===== src/include/perf_request_params.svh =====
// Addresses, field positions, masks and timing for the hint resolver
`ifndef PERF_REQUEST_PARAMS_SVH
`define PERF_REQUEST_PARAMS_SVH

// ----------------------------------------------------------------
// Register addresses
// ----------------------------------------------------------------
`define THREAD_REQ_ADDR 32'h0000_0774
`define PKG_REQ_ADDR 32'h0000_0772
`define OVR_INFO_ADDR 32'h0000_0775
`define POLARITY_ADDR 32'h0000_0776
`define STATUS_ADDR 32'h0000_0777
`define THERM_ADDR 32'h0000_0778

// ----------------------------------------------------------------
// Hint fields of thread and package registers; override holds min, max, energy only
// ----------------------------------------------------------------
`define F_MIN 7:0
`define F_MAX 15:8
`define F_DES 23:16
`define F_EPP 31:24
`define F_WIN 41:32
`define B_PKGSEL 42
`define V_WIN 59
`define V_EPP 60
`define V_DES 61
`define V_MAX 62
`define V_MIN 63
`define O_EPP 60
`define O_MAX 62
`define O_MIN 63
`define B_INVERT 0

// ----------------------------------------------------------------
// Writable and readable masks, reset values
// ----------------------------------------------------------------
`define THREAD_MASK 64'hf800_07ff_ffff_ffff
`define PKG_MASK 64'h0000_03ff_ffff_ffff
`define OVR_MASK 64'hd000_0000_ff00_ffff
`define STATUS_MASK 64'h0000_0000_0000_003d
`define THREAD_RST 64'h0000_0000_8000_ff00
`define PKG_RST 64'h0000_0000_8000_ff00
`define OVR_RST 64'h0000_0000_0000_0000
`define INVERT_RST 1'b0

// ----------------------------------------------------------------
// Event status and thermal bits
// ----------------------------------------------------------------
`define ST_GUAR 0
`define ST_MIN 2
`define ST_HIGH 3
`define ST_ENTRY 4
`define ST_EXIT 5
`define TH_CUR 12
`define TH_CUR_LOG 13
`define TH_XDOM 14
`define TH_XDOM_LOG 15
`define EV_GUAR 0
`define EV_MIN 1
`define EV_HIGH 2
`define EV_ENTRY 3
`define EV_EXIT 4
`define EV_COUNT 5

// ----------------------------------------------------------------
// Timing
// ----------------------------------------------------------------
`define CLOCK_HZ 20000000
`define PACE_MS 1000
`define PACE_CYCLES ((`CLOCK_HZ / 1000) * `PACE_MS)

`endif


===== src/include/perf_pkg.sv =====
// Types shared by the hint resolver files
package perf_pkg;
  typedef struct packed {
    logic [7:0] min_level;
    logic [7:0] max_level;
    logic [7:0] desired;
    logic [7:0] energy_pref;
    logic [9:0] window;
  } hints_t;

  typedef struct packed {
    logic req;
    logic wr;
    logic [31:0] addr;
    logic [63:0] wdata;
  } reg_access_t;
endpackage


===== src/core/event_pacer.sv =====
// Per-event hold-off so each event kind passes at most once per period
`timescale 1ns/1ps
`default_nettype none
module event_pacer #(
  parameter int unsigned N = 5,
  parameter int unsigned HOLD = 20000000
) (
  input wire logic clk,
  input wire logic rst,
  input wire logic [N-1:0] ev,
  output logic [N-1:0] pass
);
  logic [31:0] cnt [N];

  always_comb begin
    for (int i = 0; i < N; i++) begin
      pass[i] = ev[i] && (cnt[i] == 32'h0);
    end
  end

  // Counter loads on a passed event, blocking repeats until it expires
  always_ff @(posedge clk) begin
    for (int i = 0; i < N; i++) begin
      if (rst) begin
        cnt[i] <= 32'h0;
      end else if (pass[i]) begin
        cnt[i] <= 32'(HOLD - 1);
      end else if (cnt[i] != 32'h0) begin
        cnt[i] <= cnt[i] - 32'h1;
      end
    end
  end
endmodule // event_pacer
`default_nettype wire


===== src/core/perf_request_resolution.sv =====
// Performance hint resolver with its request, override and status registers
//
// Overview of operation
// - Package request holds hint fields only, no select or valid bits.
// - Package values apply unless the thread package-select says otherwise.
// - Single performance-state mode offered only without package register.
// - Controller values beat package values for min, max and energy pref.
// - Override register written only by controller; software writes ignored.
// - Override: min 7:0, max 15:8, energy 31:24; 23:16, 59:32 zero.
// - Override flags: energy bit 60, max bit 62, min bit 63.
// - Desired and window: package value if selected and valid clear.
// - Min, max, energy: controller, else package, else thread value.
// - Polarity clear: select zero means no hints from package register.
// - Polarity set: meaning of package-select is inverted.
// - Polarity bit resets to zero.
// - Polarity access with global enable clear faults instead.
// - Status bits 0, 2, 3 set on events; bit 1 reads zero.
// - Status bit 4 on override start, bit 5 on override stop.
// - Status bits stay set until software writes zero.
// - Normal wake-up excursions below minimum set no status bit.
// - Each event kind reported at most once per second.
// - Thermal bit 12 current limit live, bit 13 sticky log.
// - Thermal bit 14 cross-domain limit live, bit 15 sticky log.
// - Thread fields: min, max, desired, energy, window at fixed bits.
// - Thread valid bits 63:59, package-select bit 42.
`timescale 1ns/1ps
`default_nettype none
`include "perf_request_params.svh"
module perf_request_resolution import perf_pkg::*; #(
  parameter int unsigned PACE_CYCLES = `PACE_CYCLES
) (
  // Clock and reset
  input wire logic CLOCK,
  input wire logic RST,
  // Register access from the core
  input wire reg_access_t ACCESS,
  output logic ACCESS_DONE,
  output logic ACCESS_FAULT,
  output logic [63:0] READ_DATA,
  // Global hint enable from the power management register
  input wire logic PERF_HINT_ENABLE,
  // Sideband management link writes
  input wire logic CTL_WR,
  input wire logic [63:0] CTL_DATA,
  // Hardware events and limit levels
  input wire logic GUAR_CHANGE,
  input wire logic HIGHEST_CHANGE,
  input wire logic MIN_LEVEL_MISSED,
  input wire logic WAKE_EXCURSION,
  input wire logic CURRENT_LIMIT,
  input wire logic CROSS_LIMIT,
  // Resolved hints
  output hints_t RESOLVED,
  output logic SINGLE_PSTATE_MODE
);
  // ----------------------------------------------------------------
  // Register storage
  // ----------------------------------------------------------------
  logic [63:0] thread_req;
  logic [63:0] pkg_req;
  logic [63:0] ovr_info;
  logic [63:0] status;
  logic [63:0] therm;
  logic invert;

  // ----------------------------------------------------------------
  // Address decode
  // ----------------------------------------------------------------
  wire logic acc = ACCESS.req;
  wire logic hit_thr = ACCESS.addr == `THREAD_REQ_ADDR;
  wire logic hit_pkg = ACCESS.addr == `PKG_REQ_ADDR;
  wire logic hit_ovr = ACCESS.addr == `OVR_INFO_ADDR;
  wire logic hit_pol = ACCESS.addr == `POLARITY_ADDR;
  wire logic hit_sts = ACCESS.addr == `STATUS_ADDR;
  wire logic hit_thm = ACCESS.addr == `THERM_ADDR;
  wire logic mapped = hit_thr | hit_pkg | hit_ovr | hit_pol | hit_sts
                      | hit_thm;
  wire logic pol_blocked = hit_pol && !PERF_HINT_ENABLE;
  wire logic fault = acc && (!mapped || pol_blocked);
  wire logic wr_ok = acc && ACCESS.wr && !fault;
  wire logic rd_ok = acc && !ACCESS.wr && !fault;
  wire logic sts_wr = wr_ok && hit_sts;
  wire logic thm_wr = wr_ok && hit_thm;

  // ----------------------------------------------------------------
  // Software request registers
  // ----------------------------------------------------------------
  always_ff @(posedge CLOCK) begin
    if (RST) begin
      thread_req <= `THREAD_RST;
      pkg_req <= `PKG_RST;
      invert <= `INVERT_RST;
    end else if (wr_ok) begin
      if (hit_thr) begin
        thread_req <= ACCESS.wdata & `THREAD_MASK;
      end
      if (hit_pkg) begin
        pkg_req <= ACCESS.wdata & `PKG_MASK;
      end
      if (hit_pol) begin
        invert <= ACCESS.wdata[`B_INVERT];
      end
    end
  end

  // ----------------------------------------------------------------
  // Controller override register
  // ----------------------------------------------------------------
  // Only the sideband port reaches it; software writes fall away
  always_ff @(posedge CLOCK) begin
    if (RST) begin
      ovr_info <= `OVR_RST;
    end else if (CTL_WR) begin
      ovr_info <= CTL_DATA & `OVR_MASK;
    end
  end

  wire logic [2:0] forced_old = {ovr_info[`O_MIN], ovr_info[`O_MAX],
                                 ovr_info[`O_EPP]};
  wire logic [2:0] forced_new = {CTL_DATA[`O_MIN], CTL_DATA[`O_MAX],
                                 CTL_DATA[`O_EPP]};
  wire logic began = CTL_WR && |(forced_new & ~forced_old);
  wire logic ended = CTL_WR && |(forced_old & ~forced_new);

  // ----------------------------------------------------------------
  // Event pacing and status
  // ----------------------------------------------------------------
  logic [`EV_COUNT-1:0] ev_raw;
  logic [`EV_COUNT-1:0] ev_pass;
  logic [63:0] status_set;
  logic [63:0] next_status;

  always_comb begin
    ev_raw = '0;
    ev_raw[`EV_GUAR] = GUAR_CHANGE;
    ev_raw[`EV_MIN] = MIN_LEVEL_MISSED && !WAKE_EXCURSION;
    ev_raw[`EV_HIGH] = HIGHEST_CHANGE;
    ev_raw[`EV_ENTRY] = began;
    ev_raw[`EV_EXIT] = ended;
  end

  event_pacer #(
    .N(`EV_COUNT),
    .HOLD(PACE_CYCLES)
  ) pacer (
    .clk(CLOCK),
    .rst(RST),
    .ev(ev_raw),
    .pass(ev_pass)
  );

  always_comb begin
    status_set = '0;
    status_set[`ST_GUAR] = ev_pass[`EV_GUAR];
    status_set[`ST_MIN] = ev_pass[`EV_MIN];
    status_set[`ST_HIGH] = ev_pass[`EV_HIGH];
    status_set[`ST_ENTRY] = ev_pass[`EV_ENTRY];
    status_set[`ST_EXIT] = ev_pass[`EV_EXIT];
  end

  // Writing zero clears; a set in the same cycle wins
  assign next_status = ((status & (sts_wr ? ACCESS.wdata : '1))
                        | status_set) & `STATUS_MASK;

  always_ff @(posedge CLOCK) begin
    if (RST) begin
      status <= '0;
    end else begin
      status <= next_status;
    end
  end

  // ----------------------------------------------------------------
  // Thermal limit bits
  // ----------------------------------------------------------------
  wire logic keep_cur = !thm_wr || ACCESS.wdata[`TH_CUR_LOG];
  wire logic keep_xdom = !thm_wr || ACCESS.wdata[`TH_XDOM_LOG];

  always_ff @(posedge CLOCK) begin
    if (RST) begin
      therm <= '0;
    end else begin
      therm[`TH_CUR] <= CURRENT_LIMIT;
      therm[`TH_CUR_LOG] <= (therm[`TH_CUR_LOG] && keep_cur)
                            || CURRENT_LIMIT;
      therm[`TH_XDOM] <= CROSS_LIMIT;
      therm[`TH_XDOM_LOG] <= (therm[`TH_XDOM_LOG] && keep_xdom)
                             || CROSS_LIMIT;
    end
  end

  // ----------------------------------------------------------------
  // Hint resolution
  // ----------------------------------------------------------------
  function automatic logic [9:0] pick(input logic forced,
                                      input logic [9:0] ctl,
                                      input logic [9:0] pkg,
                                      input logic [9:0] thr,
                                      input logic use_pkg);
    logic [9:0] val;
    if (forced) begin
      val = ctl;
    end else if (use_pkg) begin
      val = pkg;
    end else begin
      val = thr;
    end
    return val;
  endfunction

  // Polarity flips which select value enables package sourcing
  wire logic pkg_mode = thread_req[`B_PKGSEL] ^ invert;
  wire logic pkg_min = pkg_mode && !thread_req[`V_MIN];
  wire logic pkg_max = pkg_mode && !thread_req[`V_MAX];
  wire logic pkg_des = pkg_mode && !thread_req[`V_DES];
  wire logic pkg_epp = pkg_mode && !thread_req[`V_EPP];
  wire logic pkg_win = pkg_mode && !thread_req[`V_WIN];

  hints_t next_res;

  always_comb begin
    next_res.min_level = 8'(pick(ovr_info[`O_MIN],
      10'(ovr_info[`F_MIN]), 10'(pkg_req[`F_MIN]),
      10'(thread_req[`F_MIN]), pkg_min));
    next_res.max_level = 8'(pick(ovr_info[`O_MAX],
      10'(ovr_info[`F_MAX]), 10'(pkg_req[`F_MAX]),
      10'(thread_req[`F_MAX]), pkg_max));
    next_res.energy_pref = 8'(pick(ovr_info[`O_EPP],
      10'(ovr_info[`F_EPP]), 10'(pkg_req[`F_EPP]),
      10'(thread_req[`F_EPP]), pkg_epp));
    next_res.desired = 8'(pick(1'b0, 10'h0, 10'(pkg_req[`F_DES]),
      10'(thread_req[`F_DES]), pkg_des));
    next_res.window = pick(1'b0, 10'h0, pkg_req[`F_WIN],
      thread_req[`F_WIN], pkg_win);
  end

  always_ff @(posedge CLOCK) begin
    if (RST) begin
      RESOLVED <= '0;
      SINGLE_PSTATE_MODE <= 1'b0;
    end else begin
      RESOLVED <= next_res;
      // Package register exists here, so single mode stays off
      SINGLE_PSTATE_MODE <= 1'b0;
    end
  end

  // ----------------------------------------------------------------
  // Read path and access answer
  // ----------------------------------------------------------------
  logic [63:0] rd_mux;

  always_comb begin
    if (hit_thr) begin
      rd_mux = thread_req;
    end else if (hit_pkg) begin
      rd_mux = pkg_req;
    end else if (hit_ovr) begin
      rd_mux = ovr_info;
    end else if (hit_pol) begin
      rd_mux = {63'h0, invert};
    end else if (hit_sts) begin
      rd_mux = status;
    end else if (hit_thm) begin
      rd_mux = therm;
    end else begin
      rd_mux = '0;
    end
  end

  always_ff @(posedge CLOCK) begin
    if (RST) begin
      ACCESS_DONE <= 1'b0;
      ACCESS_FAULT <= 1'b0;
      READ_DATA <= '0;
    end else begin
      ACCESS_DONE <= acc && !fault;
      ACCESS_FAULT <= fault;
      READ_DATA <= rd_ok ? rd_mux : '0;
    end
  end

  // ----------------------------------------------------------------
  // Checks
  // ----------------------------------------------------------------
  a_thread_only: assert property (@(posedge CLOCK) disable iff (RST)
    !pkg_mode |=> RESOLVED.desired == $past(thread_req[`F_DES]))
    else $error("desired not taken from thread register");

  a_force_wins: assert property (@(posedge CLOCK) disable iff (RST)
    ovr_info[`O_MIN] |=> RESOLVED.min_level == $past(ovr_info[`F_MIN]))
    else $error("forced minimum not applied");

  a_pkg_window: assert property (@(posedge CLOCK) disable iff (RST)
    pkg_mode && !thread_req[`V_WIN]
    |=> RESOLVED.window == $past(pkg_req[`F_WIN]))
    else $error("package window not applied");

  a_ovr_readonly: assert property (@(posedge CLOCK) disable iff (RST)
    acc && ACCESS.wr && hit_ovr && !CTL_WR |=> $stable(ovr_info))
    else $error("software changed override register");

  a_ovr_reserved: assert property (@(posedge CLOCK) disable iff (RST)
    (ovr_info & ~`OVR_MASK) == 64'h0)
    else $error("override reserved bits set");

  a_polarity_reset: assert property (@(posedge CLOCK)
    RST |=> !invert)
    else $error("polarity not cleared by reset");

  a_gp_disabled: assert property (@(posedge CLOCK) disable iff (RST)
    acc && hit_pol && !PERF_HINT_ENABLE |=> ACCESS_FAULT && !ACCESS_DONE)
    else $error("polarity access without enable did not fault");

  a_status_sticky: assert property (@(posedge CLOCK) disable iff (RST)
    status[`ST_GUAR] && !sts_wr |=> status[`ST_GUAR])
    else $error("status bit dropped without clear");

  a_entry_sets: assert property (@(posedge CLOCK) disable iff (RST)
    ev_pass[`EV_ENTRY] |=> status[`ST_ENTRY])
    else $error("override entry not recorded");

  a_current_log: assert property (@(posedge CLOCK) disable iff (RST)
    CURRENT_LIMIT |=> therm[`TH_CUR] && therm[`TH_CUR_LOG])
    else $error("current limit not logged");

  a_xdom_log: assert property (@(posedge CLOCK) disable iff (RST)
    CROSS_LIMIT |=> therm[`TH_XDOM] && therm[`TH_XDOM_LOG])
    else $error("cross-domain limit not logged");

  a_exit_sets: assert property (@(posedge CLOCK) disable iff (RST)
    ev_pass[`EV_EXIT] |=> status[`ST_EXIT])
    else $error("override exit not recorded");

  a_status_spare: assert property (@(posedge CLOCK) disable iff (RST)
    (status & ~`STATUS_MASK) == 64'h0)
    else $error("reserved status bit set");

  a_wake_quiet: assert property (@(posedge CLOCK) disable iff (RST)
    WAKE_EXCURSION |-> !status_set[`ST_MIN])
    else $error("normal excursion reported");

  a_pace_hold: assert property (@(posedge CLOCK) disable iff (RST)
    ev_pass[`EV_HIGH] |=> !ev_pass[`EV_HIGH])
    else $error("event passed twice in a row");

  a_invert_select: assert property (@(posedge CLOCK) disable iff (RST)
    invert && thread_req[`B_PKGSEL]
    |=> RESOLVED.window == $past(thread_req[`F_WIN]))
    else $error("inverted select did not use thread register");

  a_single_off: assert property (@(posedge CLOCK) disable iff (RST)
    !SINGLE_PSTATE_MODE)
    else $error("single state mode offered with package register");
endmodule // perf_request_resolution
`default_nettype wire


===== config.mk =====
export PLATFORM = sky130hd
export DESIGN_NAME = perf_request_resolution
export DESIGN_NICKNAME = d
export VERILOG_FILES = /design/src/include/perf_pkg.sv /design/src/core/event_pacer.sv /design/src/core/perf_request_resolution.sv
export VERILOG_INCLUDE_DIRS = /design/src /design/src/include
export SDC_FILE = /design/constraint.sdc
export NUM_CORES = 1
export LEC_CHECK = 0
export BUFFER_PORTS_ARGS = -buffer_cell sky130_fd_sc_hd__buf_2
export CELL_PAD_IN_SITES_DETAIL_PLACEMENT = 0
export CELL_PAD_IN_SITES_GLOBAL_PLACEMENT = 1
export CORE_MARGIN = 2
export CORE_UTILIZATION = 44
export DETAILED_ROUTE_END_ITERATION = 12
export PLACE_DENSITY_LB_ADDON = 0.1
export SLEW_MARGIN = 20
export SYNTH_ARGS = -nofsm -noshare
export SYNTH_HDL_FRONTEND = slang
export SYNTH_SLANG_ARGS = --single-unit

===== constraint.sdc =====
create_clock -name CLOCK -period 4.9 [get_ports CLOCK]
set_input_delay 1.225 -clock CLOCK [delete_from_list [all_inputs] [get_ports CLOCK]]
set_output_delay 1.225 -clock CLOCK [all_outputs]
set_load 0.01 [all_outputs]

# Word-level counts from Yosys, hierarchy flattened
# Memories as Yosys holds them, arrays and structs flattened.
# Cells that the tools add are included.
[totals]
word_cells = 169
mem_bits_rw = 160
inputBits = 172
romBits = 0
output_inout_bits = 109
memories = 1
latch_bits = 0
ff_bits = 235
[classes]
n_bitwise = 23
shifts = 0
n_lt_le_gt_ge = 0
n_eq_ne = 6
div = 0
reduce_logical = 57
n_addsub = 5
mul = 0
n_mux = 62
[memory_table]
columns = ["memory", "words", "width", "read_ports", "rd_ports_with_merged_regs", "wr", "line_no", "source"]
rows = [
  ["pacer.cnt", 5, 32, 5, 0, 5, "event_pacer.sv:13", "logic [31:0] cnt [N];"],
]
[op_table]
columns = ["operator", "n"]
rows = [
  ["32-bit 2-to-1 mux", 10],
  ["64-bit 2-to-1 mux", 4],
  ["32-bit by 11-bit == test with 1-bit output, second input constant", 6],
  ["32-bit logical NOT", 5],
  ["32-bit nonzero test", 5],
  ["32-bit by 1-bit subtractor with 32-bit output, second input constant", 5],
  ["8-bit 2-to-1 mux", 7],
  ["1-bit 2-to-1 mux", 37],
  ["16-bit 2-to-1 mux", 2],
  ["1-bit logical AND", 24],
  ["1-bit bitwise OR", 15],
  ["1-bit logical NOT", 11],
  ["10-bit 2-to-1 mux", 1],
  ["3-bit bitwise AND", 2],
  ["6-bit bitwise AND", 1],
  ["6-bit 2-to-1 mux", 1],
  ["3-bit inverter", 2],
  ["6-bit bitwise OR", 1],
  ["2-bit AND reduction", 3],
  ["3-bit OR reduction", 2],
  ["6-bit OR reduction", 1],
  ["1-bit logical OR", 5],
  ["2-bit OR reduction", 1],
  ["1-bit inverter", 1],
  ["1-bit bitwise XOR", 1],
]

# Depth between registers and ports, before layout
[logic_depth]
depth_word = 16
ltp_mapped = 9
ltp_nobuf = 7

# Hierarchy
# A second synthesis with hierarchy kept.
[unflattened]
cells_unflattened = 1753
hier_area_um2 = 17515.5
[by_module_without_submodules]
columns = ["module", "seq_area_each_um2", "area_each_um2", "instances", "cells_per_inst"]
rows = [
  ["event_pacer", 4804.6, 8789.7, 1, 816],
  ["perf_request_resolution", 4384.2, 8725.9, 1, 937],
]

# Worst setup path before layout
# OpenSTA, ideal clock, no wires.
[synth_path]
path_kind = "input port to flip-flop"
startpoint = "in MIN_LEVEL_MISSED"
endpoint = "mem pacer.cnt[1][0], enable pin"
setup_slack_ns = 0.880
t_required_ns = 4.434
t_arrival_ns = 3.555
setup_time_ns = 0.466
n_path_buf = 0
cell_stages = 2
cell_sequence = "inv_1 -> o21ai_0"
[synth_lines]
columns = ["item", "line_no", "source"]
rows = [
  ["start: declaration", "perf_request_resolution.sv:48", "input wire logic MIN_LEVEL_MISSED,"],
  ["end: declaration", "event_pacer.sv:13", ""],
]

==> results.toml <==
[setup_path]
required_ps = 5150
worst_path_max_delay_cell = "or4_1"
crit_type = "reg2reg"
cp.arrival_ps = 3820
max_stage_delay_ps = 760
end_kind = "flop"
critical_path_buf_inv_count = 0
crit_family = "simple AND/OR/NAND/NOR gates"
worstSetupStartpointType = "flop"
crit_fanout = 31
crit_chain = "or3_1, or4_1, or4b_1, nand2_1, o21ai_0"

[cells_and_area]
multi_input_area_mm2 = 0.00777
ff_latch_area_mm2 = 0.00919
fillCellCount = 3580
final_nets = 2082
drive_above_1_share_pct = 19.6
fin_util_pct = 52.4
syn2layout_area_growth_pct = 16.9

[detailed_routing]
wl_met2_um = 19600
routed-wl-met3_um = 2690
drtAntennaViolNets = 0
dr_total_vias = 13154
top_layer = "met5"
drt_iter0_markers = 662
wl_met1_um = 20400
viasPerCell = 5.33
drt-total-wl_um = 44300
drtPass1Iterations = 5
wl_per_cell_um = 17.9
drcViolationCount = 0

[cts]
post_cts_buffers = 0
clk_latency_ps = 560
holdBufCountCts = 0
cts.path.max_buffers = 3
cts.sinks = 379
post_cts_resized = 0
tritoncts = "yes"
root_buffer = "clkbuf_16"
path_clk_slew_ps = 60
cts_made_buffers = 43
htree_levels = 2

[place]
place_ws_ps = 1130
gp_congestion = 0.774
port-buffer-count = 210
hpwl_um = 29600

[logic_synthesis]
postSynthCellCount = 1712
synth_seq_cells = 379
ys_types = 56
ys_seq_area_share_pct = 52.7
async_reset_ff_share_pct = 0
synthesis.area_mm2 = 0.0174
synth_enable_flop_cells = 160
synth_area_per_cell_um2 = 10.2
synth-main-ff-cell = "dfxtp_1"
yosysWarnings = 0

[global_routing]
grt_pass1_vias = 12897
grt.total_usage_pct = 21.6
grt_antenna_before_repair = 17
grt_pass1_wl_um = 70200
grt_overflow = 0
grt_max_degree = 71

[sta]
fin_crit_sh_pct = 72.7
setup_ws_ps = 1340
slew_headroom_pct = 34.2
maxSlewViolCount = 0
worst_hold_slack_ps = 473
rsz0062_at_grt = "no"
setup_viol = 0
fin_crit_ps = 3560
tns_ps = 0
skew_ps = 11.5
final-hold-violation-count = 0
max_slew.worst_pin.slew_ps = 984
max_freq_mhz = 281

[pwr]
power.leakage_nw = 7.87
power.net_switching_w = 0.00343
pwr-share-comb_pct = 29.1
ir_worst_vdd_mv = 0.282
seqPwrFrac_pct = 41.6
powerDensity_mw_per_mm2 = 512
p_int_w = 0.00701
clock_power_share_pct = 29.2
total_power_w = 0.0104
switching_share_pct = 32.9

[floorplanning]
start_util_pct = 44.8
pin_count = 281
fp-row-count = 72
fp.dieH_um = 203
coreArea_mm2 = 0.0389
die_w_um = 203
die-area_mm2 = 0.0412

[flow_run]
maxCapViolCount = 0

[worst_hold_path]
hp-class = "reg2reg"

[run_status]
outcome = "complete, no violations"
[path summary, 6_finish.rpt]
check                                      start  slack (ps)  cells after the start         endpoint
worst max-delay path            pacer.cnt[3][12]        1340                      5  pacer.cnt[3][7]
worst min-delay path                 pkg_req[23]         470                      2     RESOLVED[25]
worst max register to register  pacer.cnt[3][12]        1340                      5  pacer.cnt[3][7]
worst min register to register       pkg_req[23]         470                      2     RESOLVED[25]
[worst reg2reg max path, cell delays in order (launching register included)]
cell and delay [ps]:
edfxtp_1 420, or3_1 440, or4_1 760, or4b_1 650
nand2_1 750, o21ai_0 240
[synth_stat cells (5+ instances only)]
cell / number / area [um^2]
nor2_1: 307 / 1150
nand3b_1: 9 / 67.6
nor2b_1: 11 / 68.8
o21ai_0: 76 / 380
mux2i_1: 146 / 1460
mux2_2: 39 / 439
a21oi_1: 59 / 295
buf_1: 6 / 22.5
o21ai_2: 10 / 87.6
or4_1: 27 / 203
dfxtp_1: 219 / 4380
nor3_1: 79 / 395
nor4_1: 52 / 325
edfxtp_1: 160 / 4800
ha_1: 5 / 62.6
buf_2: 7 / 35.0
xor2_1: 42 / 368
inv_1: 20 / 75.1
o31ai_1: 7 / 52.6
nand4_1: 13 / 81.3
nand2b_1: 14 / 87.6
or2_2: 11 / 68.8
nand3_1: 19 / 95.1
a22oi_1: 33 / 248
xnor2_1: 94 / 823
buf_4: 17 / 128
nand2_1: 63 / 236
clkbuf_1: 79 / 297
nand4b_1: 7 / 61.3
or3_1: 24 / 150
[power groups by stage]
stage	clock network [W]	registers (W)	logic, W
final	0.00305	0.00435	0.00304
after CTS	0.00314	0.00434	0.00307
after floorplan	0	0.00429	0.00248
after detailed placement	0	0.00440	0.00304
after global routing	0.00327	0.00442	0.00346
after global placement	0	0.00439	0.00300
[logic make-up (layout without fill, tap and decap cells)]
group,after synthesis,in the layout,synth area share (%)
AND/OR/NAND/NOR,663,663,18.5
flip-flops,379,379,52.7
AO/OA/AOI/OAI,211,211,7.28
multiplexers,185,185,10.9
XOR/XNOR,136,136,6.83
buffers and inverters,132,343,3.35
adder cells (fa/ha/maj),5,5,0.359
other,1,30,0.0215
[layer usage]
| layer | vias up | track usage, % |
|---|---|---|
| met5 | - | 0 |
| met3 | 85 | 5.52 |
| li1 | 6496 | - |
| met2 | 271 | 33.9 |
| met4 | 14 | 8.84 |
| met1 | 6288 | 28.4 |
[layout by cell type, fill, tap and decap left out, drive strengths merged, types with 7 or more instances in the layout]
cell type,count
a21oi,59
a22oi,33
buf,244
clkbuf,73
conb,17
dfxtp,219
diode,13
edfxtp,160
inv,20
mux2,39
mux2i,146
nand2,63
nand2b,14
nand3,19
nand3b,9
nand4,13
nand4b,7
nor2,307
nor2b,11
nor3,79
nor4,53
o21ai,88
o31ai,7
or2,11
or3,25
or4,31
xnor2,94
xor2,42
[cell type report]
class	instances	share of cell area, %
antenna	13	0.160
clock buffer	73	6.38
clock inverter	6	0.160
inverter	20	0.368
multi-input combinational	1217	38.1
sequential	379	45.1
tap	518	3.18
timing repair buffer	244	6.56
[state kept, by name, indices dropped and copies added (netlist names)]
name / count
pacer.cnt: 160
READ_DATA: 48
thread_req: 48
RESOLVED: 42
pkg_req: 42
ovr_info: 27
status: 5
therm: 4
ACCESS_DONE: 1
ACCESS_FAULT: 1
invert: 1
[through the flow]
step / std cells / cell area, um^2
after floorplan: 1728 / 17500
after global placement: 2378 / 19000
after detailed placement: 2378 / 19000
after CTS: 2457 / 20300
after global routing: 2462 / 20400
final: 2470 / 20400
No activity file was read; power rests on OpenSTA's default activity.
